## src/common/qec_pkg.sv

```systemverilog
// Package for the quadrature encoder counter: widths, filter lengths, modes.
// Assumes a single sample clock of 50 MHz feeding every consumer.
package qec_pkg;
  localparam int QEC_CLK_HZ = 50_000_000;
  localparam int QEC_CNT_W = 32;
  localparam logic [3:0] QEC_FILT_LONG = 4'hF;
  localparam logic [3:0] QEC_FILT_SHORT = 4'h3;
  localparam logic [QEC_CNT_W-1:0] QEC_CNT_RST = 32'h0000_0000;
  localparam logic QEC_MODE_QUAD = 1'b0;
  localparam logic QEC_FILT_DEF = 1'b1;

  typedef struct packed {
    logic counter_mode;
    logic filter_long;
    logic index_rise;
    logic gate_en;
    logic gate_low;
  } qec_cfg_t;

  typedef struct packed {
    logic a;
    logic b;
    logic idx;
    logic gate;
  } qec_pins_t;
endpackage : qec_pkg

```

## src/verilog/qec_filter.sv

```systemverilog
// Glitch filter for one input bit: three-stage synchroniser and stability counter.
// Assumes the input is asynchronous to ref_clk_i.
`timescale 1ns/1ps
module qec_filter (
  input wire logic ref_clk_i,
  input wire logic rstn_i,
  input wire logic din_i,
  input wire logic [3:0] len_i,
  output logic dout_o
);
  import qec_pkg::*;
  logic s1_reg, s2_reg, s3_reg;
  logic [3:0] cnt_reg;

  always_ff @(posedge ref_clk_i or negedge rstn_i) begin
    if (!rstn_i) begin
      s1_reg <= 1'b0;
      s2_reg <= 1'b0;
      s3_reg <= 1'b0;
    end else begin
      s1_reg <= din_i;
      s2_reg <= s1_reg;
      s3_reg <= s2_reg;
    end
  end

  // The output only follows once the settled level differs for len_i clocks in a row.
  always_ff @(posedge ref_clk_i or negedge rstn_i) begin
    if (!rstn_i) begin
      cnt_reg <= 4'h0;
      dout_o <= 1'b0;
    end else if (s2_reg != s3_reg || s3_reg == dout_o) begin
      cnt_reg <= 4'h0;
    end else if (cnt_reg + 4'h1 >= len_i) begin
      cnt_reg <= 4'h0;
      dout_o <= s3_reg;
    end else begin
      cnt_reg <= cnt_reg + 4'h1;
    end
  end
endmodule : qec_filter

```

## src/verilog/qec_counter.sv

```systemverilog
// Quadrature encoder counter top: filtered inputs, decode, count and raw count.
// Assumes configuration and host controls are synchronous to ref_clk_i.
//
// Functional notes
// - The instance takes A, B and index, plus a qualifying gate input when HAS_GATE is set.
// - A signed 32-bit count holds decoded edges since the last host clear or index capture.
// - A signed 32-bit raw count holds all decoded edges since reset and is never cleared.
// - While the host clear is high the count is held at zero and the clear is left alone.
// - An armed capture zeroes the count on the next qualified index edge and drops the arm.
// - With counter mode low, A and B decode as quadrature with four counts per cycle.
// - With counter mode high, each rising edge of A counts in the direction given by B.
// - With the long filter selected an A, B or index change is taken after 15 stable clocks.
// - With the short filter selected an input change is taken after 3 stable clocks.
// - Filter lengths count cycles of the 50 MHz sample clock.
// - The index edge used is rising when index-rise is set, falling otherwise.
// - With gating on, index edges count only while the gate input is at its active level.
// - The gate active level is low when gate-low is set and high otherwise.
`timescale 1ns/1ps
module qec_counter #(
  parameter bit HAS_GATE = 1'b1
) (
  input wire logic ref_clk_i,
  input wire logic rstn_i,
  input wire qec_pkg::qec_pins_t pins_i,
  input wire qec_pkg::qec_cfg_t cfg_i,
  input wire logic cfg_load_i,
  input wire logic clear_i,
  input wire logic arm_set_i,
  output logic arm_o,
  output logic capture_o,
  output logic signed [qec_pkg::QEC_CNT_W-1:0] count_o,
  output logic signed [qec_pkg::QEC_CNT_W-1:0] raw_o
);
  import qec_pkg::*;

  ////////////////////////////////////////////////////////////////////////////
  qec_cfg_t cfg_reg;
  logic [3:0] flen;
  logic fa, fb, fi, fg;
  logic pa_reg, pb_reg, pi_reg;
  logic step, up, idx_edge, gate_ok, capture;

  // Configuration is latched so reset can restore the defaults independently of the ports.
  always_ff @(posedge ref_clk_i or negedge rstn_i) begin
    if (!rstn_i) begin
      cfg_reg <= '{counter_mode: QEC_MODE_QUAD, filter_long: QEC_FILT_DEF,
                   index_rise: 1'b1, gate_en: 1'b0, gate_low: 1'b0};
    end else if (cfg_load_i) begin
      cfg_reg <= cfg_i;
    end
  end

  assign flen = cfg_reg.filter_long ? QEC_FILT_LONG : QEC_FILT_SHORT;

  ////////////////////////////////////////////////////////////////////////////
  qec_filter u_fa (.ref_clk_i(ref_clk_i), .rstn_i(rstn_i), .din_i(pins_i.a), .len_i(flen),
                   .dout_o(fa));
  qec_filter u_fb (.ref_clk_i(ref_clk_i), .rstn_i(rstn_i), .din_i(pins_i.b), .len_i(flen),
                   .dout_o(fb));
  qec_filter u_fi (.ref_clk_i(ref_clk_i), .rstn_i(rstn_i), .din_i(pins_i.idx), .len_i(flen),
                   .dout_o(fi));

  // The gate input is not a counting line, so it only gets the short filter.
  generate
    if (HAS_GATE) begin : g_gate
      qec_filter u_fg (.ref_clk_i(ref_clk_i), .rstn_i(rstn_i), .din_i(pins_i.gate),
                       .len_i(QEC_FILT_SHORT), .dout_o(fg));
    end else begin : g_nogate
      assign fg = 1'b0;
    end
  endgenerate

  always_ff @(posedge ref_clk_i or negedge rstn_i) begin
    if (!rstn_i) begin
      pa_reg <= 1'b0;
      pb_reg <= 1'b0;
      pi_reg <= 1'b0;
    end else begin
      pa_reg <= fa;
      pb_reg <= fb;
      pi_reg <= fi;
    end
  end

  ////////////////////////////////////////////////////////////////////////////
  // In quadrature mode only single-bit Gray steps count; a double change means lost samples, so it is dropped.
  always_comb begin
    step = 1'b0;
    up = 1'b0;
    if (cfg_reg.counter_mode) begin
      step = fa && !pa_reg;
      up = fb;
    end else if ((fa ^ pa_reg) ^ (fb ^ pb_reg)) begin
      step = 1'b1;
      up = (fa ^ pb_reg);
    end
  end

  assign idx_edge = cfg_reg.index_rise ? (fi && !pi_reg) : (!fi && pi_reg);
  assign gate_ok = !HAS_GATE || !cfg_reg.gate_en || (fg ^ cfg_reg.gate_low);
  assign capture = arm_o && idx_edge && gate_ok;

  ////////////////////////////////////////////////////////////////////////////
  always_ff @(posedge ref_clk_i or negedge rstn_i) begin
    if (!rstn_i) begin
      raw_o <= QEC_CNT_RST;
    end else if (step) begin
      raw_o <= up ? raw_o + 32'sh1 : raw_o - 32'sh1;
    end
  end

  always_ff @(posedge ref_clk_i or negedge rstn_i) begin
    if (!rstn_i) begin
      count_o <= QEC_CNT_RST;
    end else if (clear_i || capture) begin
      count_o <= QEC_CNT_RST;
    end else if (step) begin
      count_o <= up ? count_o + 32'sh1 : count_o - 32'sh1;
    end
  end

  // A set request in the capture cycle loses: the host re-arms after seeing the flag drop.
  always_ff @(posedge ref_clk_i or negedge rstn_i) begin
    if (!rstn_i) begin
      arm_o <= 1'b0;
      capture_o <= 1'b0;
    end else begin
      capture_o <= capture;
      if (capture) begin
        arm_o <= 1'b0;
      end else if (arm_set_i) begin
        arm_o <= 1'b1;
      end
    end
  end

  ////////////////////////////////////////////////////////////////////////////
  chk_clear_holds: assert property (@(posedge ref_clk_i) disable iff (!rstn_i)
    clear_i |=> count_o == 32'sh0) else $error("count not zero under clear");
  chk_capture_zero: assert property (@(posedge ref_clk_i) disable iff (!rstn_i)
    capture |=> (count_o == 32'sh0 && !arm_o && capture_o)) else $error("capture failed");
  chk_raw_step: assert property (@(posedge ref_clk_i) disable iff (!rstn_i)
    step && up |=> raw_o == $past(raw_o) + 32'sh1) else $error("raw up miscount");
  chk_raw_down: assert property (@(posedge ref_clk_i) disable iff (!rstn_i)
    step && !up |=> raw_o == $past(raw_o) - 32'sh1) else $error("raw down miscount");
  chk_raw_idle: assert property (@(posedge ref_clk_i) disable iff (!rstn_i)
    !step |=> $stable(raw_o)) else $error("raw moved without step");
  chk_illegal_skip: assert property (@(posedge ref_clk_i) disable iff (!rstn_i)
    (!cfg_reg.counter_mode && fa != pa_reg && fb != pb_reg) |-> !step)
    else $error("illegal step counted");
  chk_updown_rise: assert property (@(posedge ref_clk_i) disable iff (!rstn_i)
    (cfg_reg.counter_mode && !fa) |-> !step) else $error("count without A rise");
  chk_gate_block: assert property (@(posedge ref_clk_i) disable iff (!rstn_i)
    (HAS_GATE && cfg_reg.gate_en && (fg == cfg_reg.gate_low)) |-> !capture)
    else $error("gated index captured");
  chk_quad_dir: assert property (@(posedge ref_clk_i) disable iff (!rstn_i)
    (!cfg_reg.counter_mode && !pa_reg && !pb_reg && fa && !fb) |-> (step && up))
    else $error("A leading B not counted up");
endmodule : qec_counter

```

## config.mk

```make
export PLATFORM = sky130hd
export DESIGN_NAME = qec_counter
export DESIGN_NICKNAME = d
export VERILOG_FILES = /design/src/common/qec_pkg.sv /design/src/verilog/qec_filter.sv /design/src/verilog/qec_counter.sv
export SDC_FILE = /design/constraint.sdc
export NUM_CORES = 1
export LEC_CHECK = 0
export BUFFER_PORTS_ARGS = -buffer_cell sky130_fd_sc_hd__buf_4
export CORE_MARGIN = 2
export CORE_UTILIZATION = 55
export DETAILED_ROUTE_END_ITERATION = 6
export PLACE_DENSITY_LB_ADDON = 0.25
export SYNTH_ARGS = -nofsm -noshare
export SYNTH_HDL_FRONTEND = slang
export SYNTH_SLANG_ARGS = --single-unit
```

## constraint.sdc

```tcl
create_clock -name ref_clk_i -period 5.28 [get_ports ref_clk_i]
set_input_delay 1.056 -clock ref_clk_i [delete_from_list [all_inputs] [get_ports ref_clk_i]]
set_output_delay 1.056 -clock ref_clk_i [all_outputs]
set_load 0.02 [all_outputs]
```

# Word-level counts from Yosys, hierarchy flattened
# Index checks and enable logic that the tools add are counted.
# Widths: inputs -> output; s select.
# classes
n_addsub,8
n_lt_le_gt_ge,4
eq_ne,8
mux,20
bitwise,9
reduce_logical,21
# ops
cell,n
$mux 32,4
$add 32x2->32 const B,2
$sub 32x2->32 const B,2
$mux 4,9
$add 4x1->4 const B,4
$ge 4x4->1,3
$reduce_and 2->1,4
$mux 1,7
$logic_or 1x1->1,6
$logic_and 1x1->1,5
$xor 1x1->1,5
$eq 1x1->1,4
$ge 4x2->1 const B,1
$logic_not 1->1,4
$ne 1x1->1,4
$not 1->1,4
$reduce_bool 2->1,2
# totals
regBits,106
in_bits,14
out_inout_bits,66
word_cells,102

# Longest topological paths before layout
# Gate-level depths: netlist (run 1).
# logic_depth
ltp_word,7
mapped_depth,18
depth_no_buf,15

# By module
# Synthesis (run 1) repeated with hierarchy kept, for this count alone.
# hier_totals
cells_unflattened,797
area_unflattened_um2,6998.0
# modules_own_cells
mod,instances,cells_per_inst,area_per_inst_um2,seq_area_each_um2
qec_counter,1,661,5326.4,1854.3
qec_filter,4,34,417.9,200.2

# Least setup slack after synthesis (run 1)
# OpenSTA, ideal clock, no wires.
# synth_timing
path_kind,reg-to-reg
from,reg u_fa.dout_o
to,reg count_o[28] in the netlist's numbering
setup_time_ps,66
arrival_ps,4179
required_ps,5214
slack_ps,1035
stages_incl_launch_ff,18
path_buffers,3
synth_period_minus_slack_ps,4245
path_cell_list,dfrtp_1 > ha_1 > nor3b_2 > o31ai_4 > nand2_4 > buf_2 > clkbuf_1 > clkbuf_1 > xnor2_1 > ha_1 > nor4_1 > nand3b_1 > a31oi_1 > a221oi_4 > a31oi_1 > nor4_1 > or4_1 > nand2_1
# synth_via
elab_chain_cells,7
word_cells_on_any_way,12
cone_classes,mux (7); bitwise (3); reduce/logical (2)
# synth_rtl
element,line_no,text
from (decl),qec_filter.sv:9,output logic dout_o
from (signal assigned),qec_filter.sv:36,dout_o <= s3_reg;
$xor 1x1->1 (2 in series),qec_counter.sv:93,end else if ((fa ^ pa_reg) ^ (fb ^ pb_reg)) begin
$mux 1,qec_counter.sv:93,
$mux 1,qec_counter.sv:90,if (cfg_reg.counter_mode) begin
$mux 32,qec_counter.sv:118,count_o <= up ? count_o + 32'sh1 : count_o - 32'sh1;
$mux 32,qec_counter.sv:117,end else if (step) begin
$mux 32,qec_counter.sv:115,end else if (clear_i || capture) begin
to (signal assigned),qec_counter.sv:118,
to (decl),qec_counter.sv:31,"output logic signed [qec_pkg::QEC_CNT_W-1:0] count_o,"
# Several ways; a longest one is shown, not always the timed one. The select of a mux whose other input is x is not followed.
# A chain may end at the register's enable or synchronous reset.

# Worst setup path after layout (run 1)
# Same ends and word-level chain as after synthesis.

==> results of run 1 <==
-- synthesized netlist by cell type, drive strengths merged, types with 3 or more instances --
library cell	count
mux2	6
a2111oi	6
a211oi	7
o21bai	3
a21oi	43
or4	18
nand4	31
o22ai	5
or3	16
o21ai	41
o31ai	6
nor4b	5
a21o	5
inv	10
buf	22
nor4	34
xnor2	32
a22oi	6
nor2b	5
or2	4
and4	3
and2	3
xor2	31
o21a	4
nor2	100
mux2i	15
nand3	36
and3	11
ha	18
nand2b	6
nand2	96
nor3	33
a31oi	11
nor3b	5
clkbuf	45
dfrtp	104
-- power groups by stage --
stage	sequential (mW)	clock (mW)	combinational (mW)
6_report	1.27	0.717	1.05
5_1_grt	1.31	0.752	1.14
3_3_place_gp	1.27	0	1.02
3_5_place_dp	1.28	0	1.04
4_1_cts	1.26	0.729	1.04
2_1_floorplan	1.23	0	0.697
-- cell type report --
class                      count  share of cell area, %
multi-input combinational    674                   52.2
tap                          172                   2.66
inverter                      10                  0.464
clock buffer                   9                   2.79
clock inverter                 7                   1.07
sequential                   106                   32.8
timing repair buffer          86                   7.98
-- worst register-to-register path, cell delays in order (launching register included) --
cell and delay [ns]:
dfrtp_1 0.48, ha_1 0.43, and3b_1 0.25, o31ai_4 0.17
buf_4 0.31, nand2_4 0.19, xnor2_1 0.18, ha_1 0.26
nor4_1 0.42, nand3b_1 0.17, a31oi_1 0.35, a221oi_4 0.11
a31oi_1 0.28, nor4_1 0.10, or4_1 0.49, nand2_1 0.08
-- worst min-delay path by stage --
stage,startpoint,endpoint,depth (start not counted)
6_report,g_gate.u_fg.s1_reg$_DFF_PN0_,g_gate.u_fg.s2_reg$_DFF_PN0_,0
5_1_grt,u_fb.s1_reg$_DFF_PN0_,u_fb.s2_reg$_DFF_PN0_,0
4_1_cts,g_gate.u_fg.s1_reg$_DFF_PN0_,g_gate.u_fg.s2_reg$_DFF_PN0_,0
3_5_place_dp,g_gate.u_fg.s1_reg$_DFF_PN0_,g_gate.u_fg.s2_reg$_DFF_PN0_,0
3_3_place_gp,g_gate.u_fg.s1_reg$_DFF_PN0_,g_gate.u_fg.s2_reg$_DFF_PN0_,0
2_1_floorplan,g_gate.u_fg.s1_reg$_DFF_PN0_,g_gate.u_fg.s2_reg$_DFF_PN0_,0
-- per-stage QoR --
step / cells / cell area [um2] / setup slack [ns]
after floorplan: 857 / 7190 / 1.04
after global placement: 1048 / 7770 / 1.21
after detailed placement: 1048 / 7770 / 1.06
after CTS: 1064 / 8090 / 1.04
after global routing: 1064 / 8090 / 0.701
final: 1064 / 8090 / 0.963
-- kinds of logic (layout without fill, tap and decap cells) --
kind of cell    count (synthesis)  after routing  share of synthesized area (%)
compound gates                155            155                           14.5
xor+xnor                       64             64                           7.99
simple gates                  414            414                           29.8
fa+ha+maj                      18             18                           3.13
flops                         106            106                           36.9
buf+inv                        77            112                           4.58
mux                            21             21                           3.08
other cells                     1              2                         0.0522
-- cells in the final DEF, fill, tap and decap left out, types with 6 or more instances in the layout --
master / n
a211oi_1: 6
a21oi_1: 43
a31oi_1: 11
and3_1: 11
buf_4: 86
clkbuf_16: 9
dfrtp_1: 104
ha_1: 18
inv_1: 9
mux2i_1: 14
nand2_1: 94
nand2b_1: 6
nand3_1: 35
nand4_1: 31
nor2_1: 100
nor3_1: 32
nor4_1: 34
o21ai_0: 38
or3_1: 14
or4_1: 17
xnor2_1: 32
xor2_1: 31
-- routing by layer --
metal | vias to the layer above | global-route usage (%) | part of all wire (%) | routed length, um
met5 | - | 0 | 0 | 0
li1 | 3151 | - | - | -
met1 | 3289 | 39.7 | 43 | 8690
met3 | 35 | 4.10 | 7.1 | 1420
met2 | 350 | 47.0 | 48 | 9540
met4 | 0 | 10.6 | 2.1 | 419
==> reports/results.ini, run 1 <==
[worst_setup_path]
crit_path_start=u_fa.dout_o$_DFFE_PN0P_
start_kind=flip-flop
criticalPathCategory=flip-flop to flip-flop
crit_buf_inv=1
r2r_cells=15
worstPathMaxFanout=21
r2r_end=count_o[28]$_DFFE_PN0P_
r2r_slack_ns=0.96
cp_top_family=simple AND/OR/NAND/NOR gates
crit_slowest_cell=or4_1
r2r_start=u_fa.dout_o$_DFFE_PN0P_
cp_data_required_time_ns=5.58
end_kind=flip-flop
arrival_ns=4.62
path_depth=15
slowest_delay_ns=0.49
endpoint=count_o[28]$_DFFE_PN0P_
worstPathCellList=ha_1 -> and3b_1 -> o31ai_4 -> buf_4 -> nand2_4 -> xnor2_1 -> ha_1 -> nor4_1 -> nand3b_1 -> a31oi_1 -> a221oi_4 -> a31oi_1 -> nor4_1 -> or4_1 -> nand2_1

[pwr]
ir_worst_vdd_uv=155
seqPwrFrac_pct=41.9
p_int_mw=1.76
p_sw_mw=1.28
p_per_area_nw_per_um2=376
combinationalPowerShare_pct=34.5
total_power_mw=3.04
switching_share_pct=42.2
p_leak_nw=3.44
clockPowerShare_pct=23.6

[synth]
syn_avg_cell_area_um2=8.40
yosysTopAreaCell=dfrtp_1
ys_seq_area_share_pct=36.9
ys_dominant_reg_cell=dfrtp_1
synth_top_cell_area_share_pct=36.2
netlist_area_um2=7190
ys_ff_latch=106
yosysWarnings=0
ys_types=78
synth_area_leaders=dfrtp_1 36%, nor2_1 5.2%, nand2_1 4.9%
synth_edf_count=0
netlist_instances=856
async_flop_share_pct=100

[sta]
setup_viol=0
fin_worst_skew_ns=0.00747
finalSetupTns_ns=0
period_share_pct=81.8
finalHoldViolations=0
fmax_ghz=0.232
drv_slew=0
rsz0062_at_grt=false
slew_headroom_pct=35.1
tightest_slew_ns=0.974
whs_ns=0.351
fin_crit_ns=4.32

[routing]
drtIter0Drc=752
vias=6825
postRouteAntennaNets=0
drc=0
drt-vias-per-instance=6.41
wl_mm=20.1
avgRoutedWirePerCell_um=18.9
dr.pass1.iters=6

[finish]
diodes=0
drive_gt1_share_pct=15.1
final-seq-area_um2=2660
fin_util_pct=63.8
multi_input_area_um2=4220
area_growth_pct=12.5
nFillCells=1138
fin_nets=919

[global_route]
antenna_found_initial=0
grt-ovfl-total=0
grt_pass1_vias=6627
track_usage_pct=29.0
grt_max_degree=78
grt_pass1_wl_mm=33.4

[place]
io_buffer_count=79
finalWeightedCongestion=0.947
place_hpwl_mm=14.0

[clock_network]
clock_path_buffers=2
cts_num_sinks=106
cts_tree=done
cts-root-buf=clkbuf_16
htreeDepth=3
postCtsSetupBuffers=0
path_clk_slew_ns=0.08
postCtsHoldBufs=0
clk_latency_ns=0.36
post_cts_resized=0
cts_buffers=9

[die]
placementRows=41
start_util_pct=56.7
die-width_um=118
die_h_um=118
core_area_um2=12700
ios=80
die_area_um2=14000

[run]
maxCapViolCount=0

[run_status]
status=finished clean

[min_path]
hold_class=flip-flop to flip-flop

Power figures use the tool's default switching activity.
==> run 2, diff against run 1 <==
- ABC_AREA: not set -> 1
- clock period: 5.28 -> 4 ns (I/O delays scaled with it)
==> run 2 against run 1 <==
- synthesized area grew 14%
- critical path depth grew 6
- wire length grew 13%
- hold slack is essentially flat
- worst setup slack lost 0.28 ns
- sequential share of layout area shrank 4.2 points
- count of clock-buffer cells in the layout is the same
- core utilization shrank 0.31 points
- critical path type unchanged
==> reports/results.ini, run 2 <==
[run_status]
status=finished clean

[finish]
diodes=0
area_growth_pct=12.8
drive_gt1_share_pct=9.71
fin_util_pct=63.5
final_cell_mix=418 x nand2_1, 160 x inv_1, 152 x nand3_1
fin_nets=1367
layout_commonest_cell=nand2_1

[sta]
finalSetupTns_ns=0
tightest_slew_ns=0.819
fin_worst_skew_ns=0.0107
fin_crit_ns=3.32
setup_viol=0
rsz0062_at_grt=false
fmax_ghz=0.301
slew_headroom_pct=45.4
period_share_pct=83.0
finalHoldViolations=0
drv_slew=0

[die]
start_util_pct=56.3
core_area_um2=14600
die_area_um2=15900
die-width_um=126
placementRows=44
die_h_um=126
ios=80

[clock_network]
cts_num_sinks=106
clk_latency_ns=0.37
htreeDepth=3
cts_buffers=9
post_cts_resized=0
path_clk_slew_ns=0.08
cts_tree=done
clock_path_buffers=2
postCtsSetupBuffers=0
postCtsHoldBufs=0
cts-root-buf=clkbuf_16

[global_route]
grt-ovfl-total=0
track_usage_pct=28.7
grt_pass1_wl_mm=37.5
grt_pass1_vias=7618
antenna_found_initial=0
grt_max_degree=63

[min_path]
whs_path_depth=0
hold_class=flip-flop to flip-flop

[synth]
netlist_area_um2=8210
async_flop_share_pct=100
synth_top_cell_area_share_pct=31.7
netlist_instances=1271
ys_dominant_reg_cell=dfrtp_1
yosysTopAreaCell=dfrtp_1
ys_types=37
ys_seq_area_share_pct=32.3
yosysWarnings=0
yosys-top-cells-count=419 x nand2_1, 160 x inv_1, 152 x nand3_1, 117 x nor2_1, 104 x dfrtp_1
synth_area_leaders=dfrtp_1 32%, nand2_1 19%, nand3_1 9.3%
synth_most_common_cell=nand2_1
synth_edf_count=0
syn_avg_cell_area_um2=6.46
ys_ff_latch=106

[worst_setup_path]
worstPathMaxFanout=50
criticalPathCategory=flip-flop to flip-flop
r2r_slack_ns=0.68
arrival_ns=3.58
r2r_cells=21
cp_data_required_time_ns=4.26
start_kind=flip-flop
end_kind=flip-flop

[routing]
avgRoutedWirePerCell_um=14.9
wl_mm=22.6
vias=8472
drtIter0Drc=888
drc=0
postRouteAntennaNets=0
dr.pass1.iters=6
drt-vias-per-instance=5.56

[place]
place_hpwl_mm=16.3
io_buffer_count=79
finalWeightedCongestion=0.953

[run]
maxCapViolCount=0

==> run 2: changes by cell type after synthesis, moves of 21 or more <==
cell	change
nand2_1	+325
inv_1	+151
nand3_1	+117
o41ai_1	+50
nor4_1	-34
nand4_1	-24
nor3_1	-22
clkbuf_1	-21
==> run 2: final timing paths <==
path / from / endpoint
min reg2reg: u_fi.s1_reg$_DFF_PN0_ / u_fi.s2_reg$_DFF_PN0_
max in group asynchronous: rstn_i / raw_o[13]$_DFFE_PN0P_
min in group asynchronous: rstn_i / cfg_reg[1]$_DFFE_PN0P_
max reg2reg: u_fa.dout_o$_DFFE_PN0P_ / raw_o[20]$_DFFE_PN0P_
max: u_fa.dout_o$_DFFE_PN0P_ / raw_o[20]$_DFFE_PN0P_
min: u_fi.s1_reg$_DFF_PN0_ / u_fi.s2_reg$_DFF_PN0_
==> run 2: per-stage QoR <==
| step | area [um2] | hold slack [ns] | instances | worst slack (ns) |
|---|---|---|---|---|
| 3_5_place_dp | 8970 | 0.335 | 1508 | 0.715 |
| 4_1_cts | 9270 | 0.354 | 1523 | 0.697 |
| 2_1_floorplan | 8220 | 0.331 | 1272 | 1.20 |
| 3_3_place_gp | 8970 | 0.332 | 1508 | 0.778 |
| 5_1_grt | 9270 | 0.367 | 1523 | 0.271 |
| 6_report | 9270 | 0.351 | 1523 | 0.681 |
==> run 2: cell families after synthesis <==
logic type | after synthesis | synth area share, %
fa+ha+maj | 18 | 2.74
mux | 2 | 0.274
buf+inv | 208 | 10.0
other cells | 1 | 0.0457
xor+xnor | 47 | 5.19
simple gates | 728 | 36.9
flops | 106 | 32.3
compound gates | 161 | 12.5
==> run 2: cell type report <==
type,instances,area [um2]
well taps,184,230
fillers,1388,5320
multi-input cells,958,4750
inverters,168,631
clock inverters,6,73.8
clock buffers,9,225
repair buffers,92,703
flip-flops and latches,106,2660
==> run 2: worst max-delay path: stages (launching register included) <==
cell	delay, ns
dfrtp_1	0.44
ha_1	0.33
inv_1	0.06
nand2_1	0.06
nand3_1	0.10
nand2_2	0.08
nand3_4	0.07
buf_4	0.49
nand3_1	0.25
nand2_1	0.15
inv_1	0.05
ha_1	0.16
inv_1	0.05
nand2_1	0.09
nand2_1	0.13
nand2_1	0.11
nand4_1	0.12
nand2_1	0.13
nand2_1	0.12
nand3_1	0.08
nand3_1	0.08
nand2_1	0.05
==> run 2: metal layers <==
metal	up-vias	share of wire, %	track usage [%]	wire length (um)
li1	4264	-	-	-
met1	3839	45	39.8	10200
met2	330	46	47.4	10500
met3	39	6.6	3.14	1490
met4	0	2.1	9.37	467
met5	-	0	0	0
Power of run 2 is not shown: default switching activity piles up to over one toggle a cycle in this logic, so the estimate is an artifact.
==> run 3, diff against run 2 <==
- clock period: 4 -> 3.4 ns (I/O delays scaled with it)
==> run 3 against run 2 <==
- clock skew decreased by 0.0024 ns
- core utilization is 1.0 points higher
- register-to-register slack lost 0.36 ns
- critical path depth shrank 3
- largest cell class unchanged
==> reports/results.ini, run 3 (synthesis results as in run 2) <==
[worst_setup_path]
worstPathMaxFanout=25
crit_slowest_cell=dfrtp_2
cp_common_cell=nand2_1
criticalPathCategory=flip-flop to flip-flop
start_kind=flip-flop
cp_data_required_time_ns=3.66
cp_top_family=simple AND/OR/NAND/NOR gates
crit_buf_inv=2
r2r_start=u_fa.dout_o$_DFFE_PN0P_
r2r_end=count_o[29]$_DFFE_PN0P_
arrival_ns=3.33
end_kind=flip-flop
r2r_slack_ns=0.32
r2r_cells=18
worstPathCellList=ha_1 -> inv_1 -> nand2_1 -> nand2_1 -> nand2_1 -> nand2_2 -> nand3_4 -> clkbuf_16 -> nand3_1 -> nand2_1 -> nor2_1 -> nand2_1 -> o21ai_0 -> nor2_1 -> nand2_1 -> nand2_1 -> nand3_1 -> nand2_1
slowest_delay_ns=0.45
crit_path_start=u_fa.dout_o$_DFFE_PN0P_

[sta]
fin_worst_skew_ns=0.00834
finalHoldViolations=0
slew_headroom_pct=58.4
fmax_ghz=0.325
tightest_slew_ns=0.616
finalSetupTns_ns=0
period_share_pct=90.5
setup_viol=0
drv_slew=0
fin_crit_ns=3.08

[place]
dpl_cell_area_um2=9000
finalWeightedCongestion=0.983
io_buffer_count=79
place_inst=1509
place_hpwl_mm=16.7

[finish]
fin_nets=1372
drive_gt1_share_pct=10.6
area_growth_pct=14.7
nFillCells=1369
diodes=0
final_cell_area_um2=9420
final_cells=1529
layout_commonest_cell=nand2_1
final_cell_mix=416 x nand2_1, 160 x inv_1, 151 x nand3_1

[routing]
vias=8617
drt-vias-per-instance=5.64
postRouteAntennaNets=0
avgRoutedWirePerCell_um=15.4
wl_mm=23.5
drc=0
dr.pass1.iters=5
drtIter0Drc=820

[clock_network]
htreeDepth=3
cts-root-buf=clkbuf_16
clk_latency_ns=0.37
path_clk_slew_ns=0.08
cts_num_sinks=106
clock_path_buffers=2
cts_tree=done
cts_buffers=9

[global_route]
grt_pass1_wl_mm=38.4
grt_max_degree=107
track_usage_pct=29.4
antenna_found_initial=0
grt-ovfl-total=0
grt_pass1_vias=7774

[die]
core_area_um2=14600
die_h_um=126
die-width_um=126
placementRows=44
ios=80
start_util_pct=56.3
die_area_um2=15900

[run_status]
status=finished clean

[min_path]
hold_class=primary input to async pin

[run]
maxCapViolCount=0

-- run 3: changes by cell type in the layout (fill, tap and decap cells not counted), moves of 2 or more --
cell / before / now
clkbuf_16: 9 / 11
clkbuf_8: 0 / 2
nand2_1: 418 / 416
nand2_2: 2 / 4
o21ai_1: 7 / 5
o21ai_2: 2 / 4
-- run 3: per-stage QoR --
stage	util (%)	setup slack, ns	hold WS [ns]
finish	64.6	0.324	0.346
global route	64.6	-0.0164	0.359
CTS	63.9	0.301	0.349
detailed placement	61.7	0.318	0.335
global placement	61.7	0.421	0.332
floorplan	-	0.601	0.331
-- run 3: worst max-delay path by stage --
stage | to | depth (start not counted)
2_1_floorplan | count_o[30]$_DFFE_PN0P_ | 19
3_3_place_gp | raw_o[30]$_DFFE_PN0P_ | 23
3_5_place_dp | raw_o[30]$_DFFE_PN0P_ | 23
4_1_cts | raw_o[30]$_DFFE_PN0P_ | 23
5_1_grt | raw_o[30]$_DFFE_PN0P_ | 23
6_report | count_o[29]$_DFFE_PN0P_ | 18
-- run 3: what timing repair did --
action / CTS / global route
endpoints found under the setup margin: 0 / 14
setup buffers: 0 / 2
hold buffers: 0 / 0
gates resized for setup: 0 / 8
-- run 3: worst reg2reg max path, cell delays in order, from the launching register on --
cell and delay (ns):
dfrtp_2 0.45, ha_1 0.32, inv_1 0.06, nand2_1 0.05, nand2_1 0.08, nand2_1 0.08, nand2_2 0.10, nand3_4 0.16
clkbuf_16 0.27, nand3_1 0.10, nand2_1 0.13, nor2_1 0.27, nand2_1 0.13, o21ai_0 0.41, nor2_1 0.12, nand2_1 0.09
nand2_1 0.05, nand3_1 0.07, nand2_1 0.05
-- run 3: final cells by class --
class                           count  area (um2)  area share (%)
Sequential cell                   106        2660            28.2
Clock buffer                       11         253            2.68
Inverter                          168         631            6.70
Timing Repair Buffer               97         808            8.58
Multi-Input combinational cell    958        4770            50.7
Tap cell                          184         230            2.44
Clock inverter                      5        66.3           0.704
-- run 3: routing by layer --
layer	part of all wire (%)	wire length [um]	global-route usage, %
met4	2.1	493	9.95
met2	47	11000	48.2
met3	6.7	1570	3.31
met1	44	10500	40.7
met5	0	0	0
Power of run 3 is left out for the same reason.
